$ cat src/hw/fbpp_pkg.sv
// Shared constants, register map and types of the frame buffer pixel packer.
package fbpp_pkg;

	// Register byte offsets on the APB bus.
	localparam logic [7:0] FBPP_OFS_CTRL = 8'h00;
	localparam logic [7:0] FBPP_OFS_FILL = 8'h04;
	localparam logic [7:0] FBPP_OFS_OVF = 8'h08;
	localparam logic [7:0] FBPP_OFS_INFO = 8'h0C;

	// Control register fields.
	localparam int FBPP_CTRL_FMT_LSB = 0;
	localparam int FBPP_CTRL_FMT_W = 3;
	localparam int FBPP_CTRL_ALIGN_LSB = 4;
	localparam int FBPP_CTRL_ALIGN_W = 2;
	localparam int FBPP_CTRL_SHIFT_LSB = 8;
	localparam int FBPP_CTRL_SHIFT_W = 4;
	localparam int FBPP_CTRL_CAMW_LSB = 12;
	localparam int FBPP_CTRL_CAMW_W = 3;
	localparam logic [31:0] FBPP_CTRL_RESET = 32'h0000_3000;
	localparam logic [31:0] FBPP_CTRL_MASK = 32'h0000_7F37;

	// Information register fields.
	localparam int FBPP_INFO_FMT_LSB = 0;
	localparam int FBPP_INFO_BPP_LSB = 8;

	// Sample widths and scales.
	localparam int FBPP_INT_W = 14;
	localparam int FBPP_LANE_W = 16;
	localparam int FBPP_LANES = 3;
	localparam int FBPP_WORD_W = 32;
	localparam int FBPP_ACC_W = 96;
	localparam logic [6:0] FBPP_FILL_SCALE = 7'h64;
	localparam int FBPP_FIFO_DEPTH = 64;

	// Output format codes.
	localparam logic [2:0] FBPP_GRAY_8BIT = 3'h0;
	localparam logic [2:0] FBPP_GRAY_10BIT_PACKED = 3'h1;
	localparam logic [2:0] FBPP_GRAY_12BIT_PACKED = 3'h2;
	localparam logic [2:0] FBPP_COLOUR_24BIT = 3'h3;
	localparam logic [2:0] FBPP_COLOUR_30BIT_PACKED = 3'h4;
	localparam logic [2:0] FBPP_COLOUR_36BIT_PACKED = 3'h5;
	localparam logic [2:0] FBPP_COLOUR_48BIT = 3'h6;

	// Output bit placement modes.
	localparam logic [1:0] FBPP_PLACE_MSB = 2'h0;
	localparam logic [1:0] FBPP_PLACE_LSB = 2'h1;
	localparam logic [1:0] FBPP_PLACE_SHIFT = 2'h2;

	typedef enum logic [0:0] {
		FBPP_PK_RUN = 1'b0,
		FBPP_PK_FLUSH = 1'b1
	} fbpp_pk_state_t;

	// Bits per component of an output format.
	function automatic logic [4:0] fbpp_comp_width(input logic [2:0] fmt);
		case (fmt)
			FBPP_GRAY_10BIT_PACKED, FBPP_COLOUR_30BIT_PACKED: return 5'h0A;
			FBPP_GRAY_12BIT_PACKED, FBPP_COLOUR_36BIT_PACKED: return 5'h0C;
			FBPP_COLOUR_48BIT: return 5'h10;
			default: return 5'h08;
		endcase
	endfunction

	// Bits per camera component: codes 0..4 give 8, 10, 12, 14, 16.
	function automatic logic [4:0] fbpp_cam_width(input logic [2:0] code);
		case (code)
			3'h1: return 5'h0A;
			3'h2: return 5'h0C;
			3'h3: return 5'h0E;
			3'h4: return 5'h10;
			default: return 5'h08;
		endcase
	endfunction

endpackage

$ cat src/hw/fbpp_frame_fifo.sv
// Frame buffer storage: a flip-flop FIFO with an occupancy count.
`timescale 1ns/1ps
`default_nettype none
module fbpp_frame_fifo #(
	parameter int WIDTH = 43,
	parameter int DEPTH = 64,
	parameter int CW = $clog2(DEPTH + 1)
) (
	input wire logic clk,
	input wire logic arst_n,
	input wire logic wrEn,
	input wire logic [WIDTH-1:0] wrData,
	output logic full,
	input wire logic rdEn,
	output logic [WIDTH-1:0] rdData,
	output logic empty,
	output logic [CW-1:0] count
);
	localparam int AW = (DEPTH > 1) ? $clog2(DEPTH) : 1;
	logic [WIDTH-1:0] mem_reg [DEPTH];
	logic [AW-1:0] wrPtr_reg;
	logic [AW-1:0] rdPtr_reg;
	logic [CW-1:0] count_reg;
	logic doWr;
	logic doRd;

	assign doWr = wrEn & ~full;
	assign doRd = rdEn & ~empty;
	assign full = (count_reg == CW'(DEPTH));
	assign empty = (count_reg == '0);
	assign count = count_reg;
	assign rdData = mem_reg[rdPtr_reg];

	always_ff @(posedge clk) begin
		if (doWr) begin
			mem_reg[wrPtr_reg] <= wrData;
		end
	end

	always_ff @(posedge clk or negedge arst_n) begin
		if (!arst_n) begin
			wrPtr_reg <= '0;
			rdPtr_reg <= '0;
			count_reg <= '0;
		end else begin
			if (doWr) begin
				wrPtr_reg <= (wrPtr_reg == AW'(DEPTH - 1)) ? '0 : wrPtr_reg + 1'b1;
			end
			if (doRd) begin
				rdPtr_reg <= (rdPtr_reg == AW'(DEPTH - 1)) ? '0 : rdPtr_reg + 1'b1;
			end
			count_reg <= count_reg + CW'(doWr) - CW'(doRd);
		end
	end
endmodule // fbpp_frame_fifo
`default_nettype wire

$ cat src/hw/fbpp_bit_aligner.sv
// Selects which internal sample bits reach one output component.
`timescale 1ns/1ps
`default_nettype none
module fbpp_bit_aligner
	import fbpp_pkg::*;
(
	input wire logic [FBPP_INT_W-1:0] sample,
	input wire logic [4:0] compWidth,
	input wire logic [1:0] placement,
	input wire logic [3:0] shiftRight,
	output logic [FBPP_LANE_W-1:0] comp
);
	logic [FBPP_LANE_W-1:0] wide;
	logic [FBPP_LANE_W:0] maskFull;
	logic [FBPP_LANE_W-1:0] msbAligned;
	logic [FBPP_LANE_W-1:0] selected;

	assign wide = FBPP_LANE_W'(sample);
	assign maskFull = (17'h0_0001 << compWidth) - 17'h0_0001;
	// Most significant internal bits land on the output's top bits.
	assign msbAligned = (compWidth >= 5'h0E) ?
		(wide << (compWidth - 5'h0E)) : (wide >> (5'h0E - compWidth));
	assign selected = (placement == FBPP_PLACE_LSB) ? wide :
		(placement == FBPP_PLACE_SHIFT) ? (wide >> shiftRight) : msbAligned;
	assign comp = selected & maskFull[FBPP_LANE_W-1:0];
endmodule // fbpp_bit_aligner
`default_nettype wire

$ cat src/hw/fbpp_frame_packer.sv
// Frame buffer with fill level, overflow flag and DMA pixel packer.
//
// Design decisions made here: the register offsets and the APB slave port.
`timescale 1ns/1ps
`default_nettype none

// How it works
// - Buffer occupancy reads as an integer percentage from 0 to 100.
// - At full capacity, further camera words are discarded.
// - Overflow flag is one bit: 1 after an overflow, else 0.
// - Each software read of the overflow flag clears it.
// - Processing holds one line's bits at a time; the buffer absorbs jitter.
// - No event or interrupt on overflow; polling is the only indication.
// - Every camera component is mapped to a 14-bit internal sample.
// - Colour outputs of 24, 30, 36 and 48 bits are offered.
// - Grayscale outputs of 8, 10 and 12 bits are offered, packed.
// - 30-bit colour packs components contiguously: eight in ten bytes.
// - 36-bit colour packs two components in three bytes.
// - Components go blue, green, red from low to high address.
// - 10-bit gray packs eight pixels into ten bytes.
// - Padding bytes after the last pixel are undefined; receiver ignores them.
// - Bit placement setting chooses which internal bits reach the output.
// - Selected format drives the pixel format info given to the consumer.
// - 12-bit gray packs two pixels into three bytes.
module fbpp_frame_packer
	import fbpp_pkg::*;
#(
	parameter int DEPTH = FBPP_FIFO_DEPTH
) (
	input wire logic clk,
	input wire logic arst_n,
	input wire logic psel,
	input wire logic penable,
	input wire logic pwrite,
	input wire logic [7:0] paddr,
	input wire logic [31:0] pwdata,
	output logic [31:0] prdata,
	output logic pready,
	output logic pslverr,
	input wire logic camValid,
	input wire logic [FBPP_LANES*FBPP_LANE_W-1:0] camData,
	input wire logic camLast,
	output logic dmaValid,
	output logic [FBPP_WORD_W-1:0] dmaData,
	output logic dmaLast,
	input wire logic dmaReady,
	output logic [2:0] pixelFormatCode,
	output logic [5:0] bitsPerPixel
);
	localparam int CW = $clog2(DEPTH + 1);
	localparam int EW = FBPP_LANES * FBPP_INT_W + 1;
	localparam int PW = FBPP_CTRL_FMT_W + 7;

	// Register state.
	logic [31:0] ctrl_reg;
	logic [6:0] fillPct_reg;
	logic overflow_reg;
	logic ovfSeen_reg;
	logic [31:0] prdata_reg;
	logic pready_reg;
	logic pslverr_reg;

	// Packer state.
	fbpp_pk_state_t pkState_reg;
	fbpp_pk_state_t pkState_next;
	logic [FBPP_ACC_W-1:0] acc_reg;
	logic [FBPP_ACC_W-1:0] acc_next;
	logic [6:0] accBits_reg;
	logic [6:0] accBits_next;
	logic dmaValid_reg;
	logic [FBPP_WORD_W-1:0] dmaData_reg;
	logic dmaLast_reg;
	logic [2:0] fmtInfo_reg;
	logic [5:0] bppInfo_reg;

	// Control fields.
	logic [2:0] fmtSel;
	logic [1:0] placeSel;
	logic [3:0] shiftSel;
	logic [2:0] camWidthCode;
	logic [4:0] camWidth;
	logic [4:0] compWidth;
	logic isColour;
	logic [5:0] bppNow;

	assign fmtSel = ctrl_reg[FBPP_CTRL_FMT_LSB +: FBPP_CTRL_FMT_W];
	assign placeSel = ctrl_reg[FBPP_CTRL_ALIGN_LSB +: FBPP_CTRL_ALIGN_W];
	assign shiftSel = ctrl_reg[FBPP_CTRL_SHIFT_LSB +: FBPP_CTRL_SHIFT_W];
	assign camWidthCode = ctrl_reg[FBPP_CTRL_CAMW_LSB +: FBPP_CTRL_CAMW_W];
	assign camWidth = fbpp_cam_width(camWidthCode);
	assign compWidth = fbpp_comp_width(fmtSel);
	assign isColour = (fmtSel >= FBPP_COLOUR_24BIT) &&
		(fmtSel <= FBPP_COLOUR_48BIT);
	assign bppNow = isColour ? 6'(3 * compWidth) : 6'(compWidth);

	// APB decode. The slave answers in the first access cycle.
	logic apbSetup;
	logic apbAccess;
	logic hitCtrl;
	logic hitFill;
	logic hitOvf;
	logic hitInfo;
	logic addrHit;
	logic ctrlWrite;
	logic ovfReadClear;
	logic [31:0] readMux;

	assign apbSetup = psel & ~penable;
	assign apbAccess = psel & penable & pready_reg;
	assign hitCtrl = (paddr == FBPP_OFS_CTRL);
	assign hitFill = (paddr == FBPP_OFS_FILL);
	assign hitOvf = (paddr == FBPP_OFS_OVF);
	assign hitInfo = (paddr == FBPP_OFS_INFO);
	assign addrHit = hitCtrl | hitFill | hitOvf | hitInfo;
	assign ctrlWrite = apbAccess & pwrite & hitCtrl;
	// Only a flag that was actually returned to software is cleared.
	assign ovfReadClear = apbAccess & ~pwrite & hitOvf & ovfSeen_reg;
	assign readMux = hitCtrl ? (ctrl_reg & FBPP_CTRL_MASK) :
		hitFill ? {25'h000_0000, fillPct_reg} :
		hitOvf ? {31'h0000_0000, overflow_reg} :
		hitInfo ? ({26'h000_0000, bppInfo_reg} << FBPP_INFO_BPP_LSB) |
			({29'h0000_0000, fmtInfo_reg} << FBPP_INFO_FMT_LSB) :
		32'h0000_0000;

	always_ff @(posedge clk or negedge arst_n) begin
		if (!arst_n) begin
			ctrl_reg <= FBPP_CTRL_RESET;
		end else if (ctrlWrite) begin
			ctrl_reg <= pwdata & FBPP_CTRL_MASK;
		end
	end

	always_ff @(posedge clk or negedge arst_n) begin
		if (!arst_n) begin
			pready_reg <= 1'b0;
			pslverr_reg <= 1'b0;
			prdata_reg <= 32'h0000_0000;
			ovfSeen_reg <= 1'b0;
		end else begin
			pready_reg <= apbSetup;
			pslverr_reg <= apbSetup & ~addrHit;
			if (apbSetup) begin
				prdata_reg <= pwrite ? 32'h0000_0000 : readMux;
				ovfSeen_reg <= overflow_reg & ~pwrite & hitOvf;
			end
		end
	end

	// Camera lanes mapped onto the internal sample width.
	logic [FBPP_INT_W-1:0] sample [FBPP_LANES];
	logic [FBPP_LANE_W-1:0] comp [FBPP_LANES];
	logic [FBPP_LANES*FBPP_INT_W-1:0] mappedWord;
	logic [FBPP_LANES*FBPP_INT_W-1:0] storedWord;

	genvar lane;
	generate
		for (lane = 0; lane < FBPP_LANES; lane++) begin : gLane
			logic [FBPP_LANE_W-1:0] raw;
			assign raw = camData[lane*FBPP_LANE_W +: FBPP_LANE_W];
			assign mappedWord[lane*FBPP_INT_W +: FBPP_INT_W] =
				(camWidth < 5'h0E) ?
				FBPP_INT_W'(raw << (5'h0E - camWidth)) :
				FBPP_INT_W'(raw >> (camWidth - 5'h0E));
			assign sample[lane] = storedWord[lane*FBPP_INT_W +: FBPP_INT_W];
			fbpp_bit_aligner uAlign (
				.sample(sample[lane]),
				.compWidth(compWidth),
				.placement(placeSel),
				.shiftRight(shiftSel),
				.comp(comp[lane])
			);
		end
	endgenerate

	// Frame buffer between the camera and the packer.
	logic fifoFull;
	logic fifoEmpty;
	logic fifoRead;
	logic [EW-1:0] fifoOut;
	logic [CW-1:0] fifoCount;
	logic camDiscard;
	logic entryLast;

	assign camDiscard = camValid & fifoFull;
	assign storedWord = fifoOut[EW-1:1];
	assign entryLast = fifoOut[0];

	fbpp_frame_fifo #(
		.WIDTH(EW),
		.DEPTH(DEPTH),
		.CW(CW)
	) uBuffer (
		.clk(clk),
		.arst_n(arst_n),
		.wrEn(camValid),
		.wrData({mappedWord, camLast}),
		.full(fifoFull),
		.rdEn(fifoRead),
		.rdData(fifoOut),
		.empty(fifoEmpty),
		.count(fifoCount)
	);

	// Fill level in whole percent, refreshed every cycle.
	logic [CW+PW-1:0] fillProduct;
	logic [6:0] fillPctNext;

	assign fillProduct = (CW+PW)'(fifoCount) * (CW+PW)'(FBPP_FILL_SCALE);
	assign fillPctNext = 7'(fillProduct / (CW+PW)'(DEPTH));

	always_ff @(posedge clk or negedge arst_n) begin
		if (!arst_n) begin
			fillPct_reg <= 7'h00;
		end else begin
			fillPct_reg <= fillPctNext;
		end
	end

	// A new discard wins over a clear in the same cycle. The flag drives no
	// interrupt; software has to poll it.
	always_ff @(posedge clk or negedge arst_n) begin
		if (!arst_n) begin
			overflow_reg <= 1'b0;
		end else begin
			overflow_reg <= camDiscard | (overflow_reg & ~ovfReadClear);
		end
	end

	// Pixel assembled blue in the low bits, then green, then red.
	logic [47:0] pixBits;
	logic [47:0] colourBits;

	assign colourBits = 48'(comp[0]) |
		(48'(comp[1]) << compWidth) |
		(48'(comp[2]) << (6'(compWidth) << 1));
	assign pixBits = isColour ? colourBits : 48'(comp[0]);

	// Packer: bits accumulate LSB first and leave as 32-bit words.
	logic outFree;
	logic flushing;
	logic haveWord;
	logic emit;
	logic emitLast;
	logic [6:0] remBits;
	logic [FBPP_ACC_W-1:0] accShifted;
	logic [FBPP_ACC_W-1:0] pixPlaced;

	assign outFree = ~dmaValid_reg | dmaReady;
	assign flushing = (pkState_reg == FBPP_PK_FLUSH);
	assign haveWord = (accBits_reg >= 7'h20);
	assign emit = outFree & (haveWord | (flushing & (accBits_reg != 7'h00)));
	// The final word of a line is padded with zeros above the last pixel.
	assign emitLast = emit & flushing & (accBits_reg <= 7'h20);
	assign remBits = !emit ? accBits_reg :
		haveWord ? (accBits_reg - 7'h20) : 7'h00;
	assign fifoRead = ~fifoEmpty & ~flushing & (remBits < 7'h20);
	assign accShifted = emit ? (acc_reg >> FBPP_WORD_W) : acc_reg;
	assign pixPlaced = FBPP_ACC_W'(pixBits) << remBits;

	always_comb begin
		acc_next = accShifted | (fifoRead ? pixPlaced : '0);
		accBits_next = remBits + (fifoRead ? 7'(bppNow) : 7'h00);
		pkState_next = pkState_reg;
		if (fifoRead && entryLast) begin
			pkState_next = FBPP_PK_FLUSH;
		end
		if (emitLast || (flushing && accBits_reg == 7'h00)) begin
			acc_next = '0;
			accBits_next = 7'h00;
			pkState_next = FBPP_PK_RUN;
		end
	end

	always_ff @(posedge clk or negedge arst_n) begin
		if (!arst_n) begin
			acc_reg <= '0;
			accBits_reg <= 7'h00;
			pkState_reg <= FBPP_PK_RUN;
		end else begin
			acc_reg <= acc_next;
			accBits_reg <= accBits_next;
			pkState_reg <= pkState_next;
		end
	end

	always_ff @(posedge clk or negedge arst_n) begin
		if (!arst_n) begin
			dmaValid_reg <= 1'b0;
			dmaData_reg <= 32'h0000_0000;
			dmaLast_reg <= 1'b0;
		end else if (emit) begin
			dmaValid_reg <= 1'b1;
			dmaData_reg <= acc_reg[FBPP_WORD_W-1:0];
			dmaLast_reg <= emitLast;
		end else if (dmaReady) begin
			dmaValid_reg <= 1'b0;
			dmaLast_reg <= 1'b0;
		end
	end

	// Format information reported with the delivered buffers.
	always_ff @(posedge clk or negedge arst_n) begin
		if (!arst_n) begin
			fmtInfo_reg <= FBPP_GRAY_8BIT;
			bppInfo_reg <= 6'h00;
		end else begin
			fmtInfo_reg <= fmtSel;
			bppInfo_reg <= bppNow;
		end
	end

	assign prdata = prdata_reg;
	assign pready = pready_reg;
	assign pslverr = pslverr_reg;
	assign dmaValid = dmaValid_reg;
	assign dmaData = dmaData_reg;
	assign dmaLast = dmaLast_reg;
	assign pixelFormatCode = fmtInfo_reg;
	assign bitsPerPixel = bppInfo_reg;
endmodule // fbpp_frame_packer
`default_nettype wire

$ cat config.mk
export PLATFORM = sky130hd
export DESIGN_NAME = fbpp_frame_packer
export DESIGN_NICKNAME = d
export VERILOG_FILES = /design/src/hw/fbpp_pkg.sv /design/src/hw/fbpp_frame_fifo.sv /design/src/hw/fbpp_bit_aligner.sv /design/src/hw/fbpp_frame_packer.sv
export SDC_FILE = /design/constraint.sdc
export NUM_CORES = 2
export LEC_CHECK = 0
export BUFFER_PORTS_ARGS = -buffer_cell sky130_fd_sc_hd__buf_2
export CORE_AREA = 8 8 516 645
export CTS_BUF_LIST = sky130_fd_sc_hd__clkbuf_8
export CTS_CLUSTER_SIZE = 28
export DETAILED_ROUTE_END_ITERATION = 8
export DIE_AREA = 0 0 524 653
export PLACE_DENSITY = 0.55
export SLEW_MARGIN = 40
export SYNTH_ARGS = -nofsm -noshare
export SYNTH_HDL_FRONTEND = slang
export SYNTH_SLANG_ARGS = --single-unit
$ cat constraint.sdc
create_clock -name clk -period 5.25 [get_ports clk]
set_input_delay 1.05 -clock clk [delete_from_list [all_inputs] [get_ports clk]]
set_output_delay 1.05 -clock clk [all_outputs]
set_load 0.1 [all_outputs]
==> run metrics <==
first-pass GRT wire length 713000 µm; Comb pwr share between 40% and 50%; vias in the first global route 88806; Sw Pwr 33.4 mW; Worst EP required just over 6 ns; layout cell share with drive strength beyond 1 32.6%; Int Pwr 52.9 mW; Crit. End Element flip-flop; Post-Synthesis Cells 8428; Max-Cap Viols 0; NumNets Final 10496; Inserted Clock Buffers 447; area delta synth->final 26.1%; Clock Skew ~0.11 ns; final-report hold violation count 0; crit path DAT 6.46 ns; final hold slack between 0.2 and 0.25 ns; WS Path Type reg2reg; GRT busiest layer met2; Async SR Flop Fraction slightly below 7%; met1 Resource Use GR 35.9%; Synth warnings 0; Die W 524 µm; clk root buf clkbuf_8; failing checks negative setup slack; register area share after synthesis between 60% and 70%; setup violators final 51; Avg WL per Cell 35.1 µm; Post-synth EDFFs around 2800; leakage power 58.0 nW; final setup margin -0.278 ns; post-synthesis cell type count 118; outcome finished, violations left; IO buf count 133; synthesized area 128000 µm²; DRT antenna net count 0; GR Layer Usage met2 50.9%; GR Util All Layers 29.7%; RSZ-0062 raised after global routing yes; hpwl dp between 300000 and 400000 µm; CTS tree built; Slew @ Worst Pin approximately 0.94 ns; Starting Density 39.7%; Site Rows 234; DRC 0; max FFs per register 2752; Hold Path Class in2reg; DRT iter0 DRCs slightly above 9000; Placer Congestion 1.00; htree depth 5; number of clock sinks approximately 3000; Routed WL around 530000 µm; synthesized flop and latch total between 2000 and 3000; initial antenna violation count 23; Die Y 653 µm; worst-path maximum fanout 8; commonest non-fill, non-tap cell in the layout edfxtp_1; die area 342000 µm²; Clock Path Buffers 4; sw frac between 30% and 40%; fin crit share 105%; clock slew at reported path FFs around 0.070 ns; Mean Syn Cell Area roughly 15 µm²; GRT met3 Usage just under 5%; most frequent cells in the layout 2752 x edfxtp_1, 1509 x buf_4, 1080 x mux2i_1, 505 x nand2_1, 463 x clkbuf_8; Flop pwr share 31.4%; Tmin final 5.53 ns; GR Overflow Total 0; Critical Path Source Type flip-flop; via count of the routed design 89418; fmax 0.181 GHz; Main synth FF type edfxtp_1; relative max-transition margin 37.0%; largest net degree at the start of global routing 115; Core Footprint 323000 µm²; Slew Limit Fails 0; Cell Pwr Density 533 nW/µm²; VDD IR-drop max 0.000297 V; DP Worst Slack -1.43 ns; drt pass-1 iters 6; num ports about 170; clock latency on the worst-skew pair 1.10 ns; clock power share 20.6%; Vias/cell 5.97
[final timing paths]
| path | slack [ns] | end | from | cells past startpoint |
|---|---|---|---|---|
| max | -0.28 | acc_reg[41]$_DFF_PN0_ | uBuffer.rdPtr_reg[0]$_DFFE_PN0P_ | 24 |
| min reg2reg | 0.47 | dmaData[10]$_DFFE_PN0P_ | dmaData[10]$_DFFE_PN0P_ | 2 |
| min in group asynchronous | 0.50 | acc_reg[5]$_DFF_PN0_ | arst_n | 2 |
| min | 0.21 | ctrl_reg[12]$_DFFE_PN1P_ | pwdata[12] | 2 |
| max in group asynchronous | 3.58 | uBuffer.rdPtr_reg[0]$_DFFE_PN0P_ | arst_n | 3 |
| max reg2reg | -0.28 | acc_reg[41]$_DFF_PN0_ | uBuffer.rdPtr_reg[0]$_DFFE_PN0P_ | 24 |
[repair_timing]
item / in CTS / in global routing
gates resized for setup: 542 / 280
endpoints found under the setup margin: 76 / 65
hold endpoints to repair: 47 / 0
buffers inserted: 93 / 65
gates cloned: 17 / 9
pin swaps: 107 / 113
hold buffers: 1 / 0
[cell usage after synthesis (39+ instances only)]
cell | instances | area (µm²)
edfxtp_1 | 2752 | 82600
mux4_2 | 192 | 4320
o22ai_1 | 279 | 1750
and2_1 | 56 | 350
a211oi_1 | 39 | 293
o211ai_1 | 63 | 473
inv_1 | 59 | 221
a21oi_1 | 273 | 1370
a22oi_1 | 425 | 3190
a31oi_1 | 61 | 382
nand4_1 | 73 | 457
clkbuf_1 | 256 | 961
nor3_1 | 98 | 490
nor2_1 | 453 | 1700
dfrtp_1 | 200 | 5000
nand2_1 | 520 | 1950
buf_6 | 77 | 867
buf_4 | 66 | 495
o21ai_0 | 155 | 776
ha_1 | 45 | 563
buf_2 | 94 | 470
a221oi_1 | 41 | 359
nand3_1 | 231 | 1160
buf_1 | 46 | 173
mux2i_1 | 1131 | 11300
[power groups by stage]
stage	Sequential, mW	Combinational, mW	Clock, mW
6_report	27.1	41.4	17.8
2_1_floorplan	28.0	16.8	0
5_1_grt	27.2	42.7	19.1
3_3_place_gp	27.5	36.4	0
4_1_cts	27.1	39.5	18.1
3_5_place_dp	27.6	36.5	0
[cell families (layout without fill, tap and decap cells)]
| kind of cell | count (synthesis) | in the layout | synth area share (%) |
|---|---|---|---|
| AO/OA/AOI/OAI | 1755 | 1755 | 9.55 |
| multiplexers | 1365 | 1365 | 12.6 |
| buffers and inverters | 629 | 2893 | 2.79 |
| flip-flops | 2954 | 2954 | 68.3 |
| adder cells (fa/ha/maj) | 55 | 55 | 0.556 |
| other | 2 | 39 | 0.00585 |
| XOR/XNOR | 26 | 26 | 0.177 |
| AND/OR/NAND/NOR | 1642 | 1642 | 6.01 |
[worst max-delay path, cell delays in order (launching register included)]
cell	delay (ns)
dfrtp_4	0.56
buf_12	0.19
buf_16	0.18
buf_4	0.13
mux2i_1	0.19
o22ai_2	0.12
nor4_4	0.58
buf_4	0.23
nand3_4	0.21
a22oi_2	0.26
buf_6	0.17
nand2_8	0.07
buf_6	0.11
a221oi_2	0.26
buf_4	0.18
a21oi_4	0.07
a2111oi_4	0.22
buf_4	0.20
o21ai_2	0.07
buf_4	0.17
o22a_4	0.20
mux2_4	0.30
mux2i_4	0.20
nor2_1	0.07
or3_1	0.36
[metal layers]
layer	share of wire, %	vias up
li1	-	37668
met1	37	46414
met2	49	4157
met3	6.7	1171
met4	7.0	8
met5	0.016	-
[per-stage QoR]
| step | power, mW | util (%) | cell area [µm²] | setup TNS [ns] | std cells |
|---|---|---|---|---|---|
| 5_1_grt | 88.9 | 50.1 | 162000 | -11.94 | 14969 |
| 6_report | 86.3 | 50.1 | 162000 | -7.38 | 14977 |
| 3_5_place_dp | 64.1 | 45.6 | 147000 | -65.23 | 13965 |
| 3_3_place_gp | 63.9 | 45.6 | 147000 | -80.81 | 13954 |
| 2_1_floorplan | 44.8 | - | 128000 | -119.79 | 8449 |
| 4_1_cts | 84.6 | 49.4 | 160000 | -1.77 | 14885 |
[final cells by class]
class	instances	area, µm²
fill	27607	161000
sequential	2954	87700
multi-input combinational	4866	41600
timing repair buffer	2012	18800
clock buffer	463	6370
tap	4248	5320
clock inverter	349	1800
inverter	69	262
antenna	16	40.0
(Power assumes the default switching activity.)
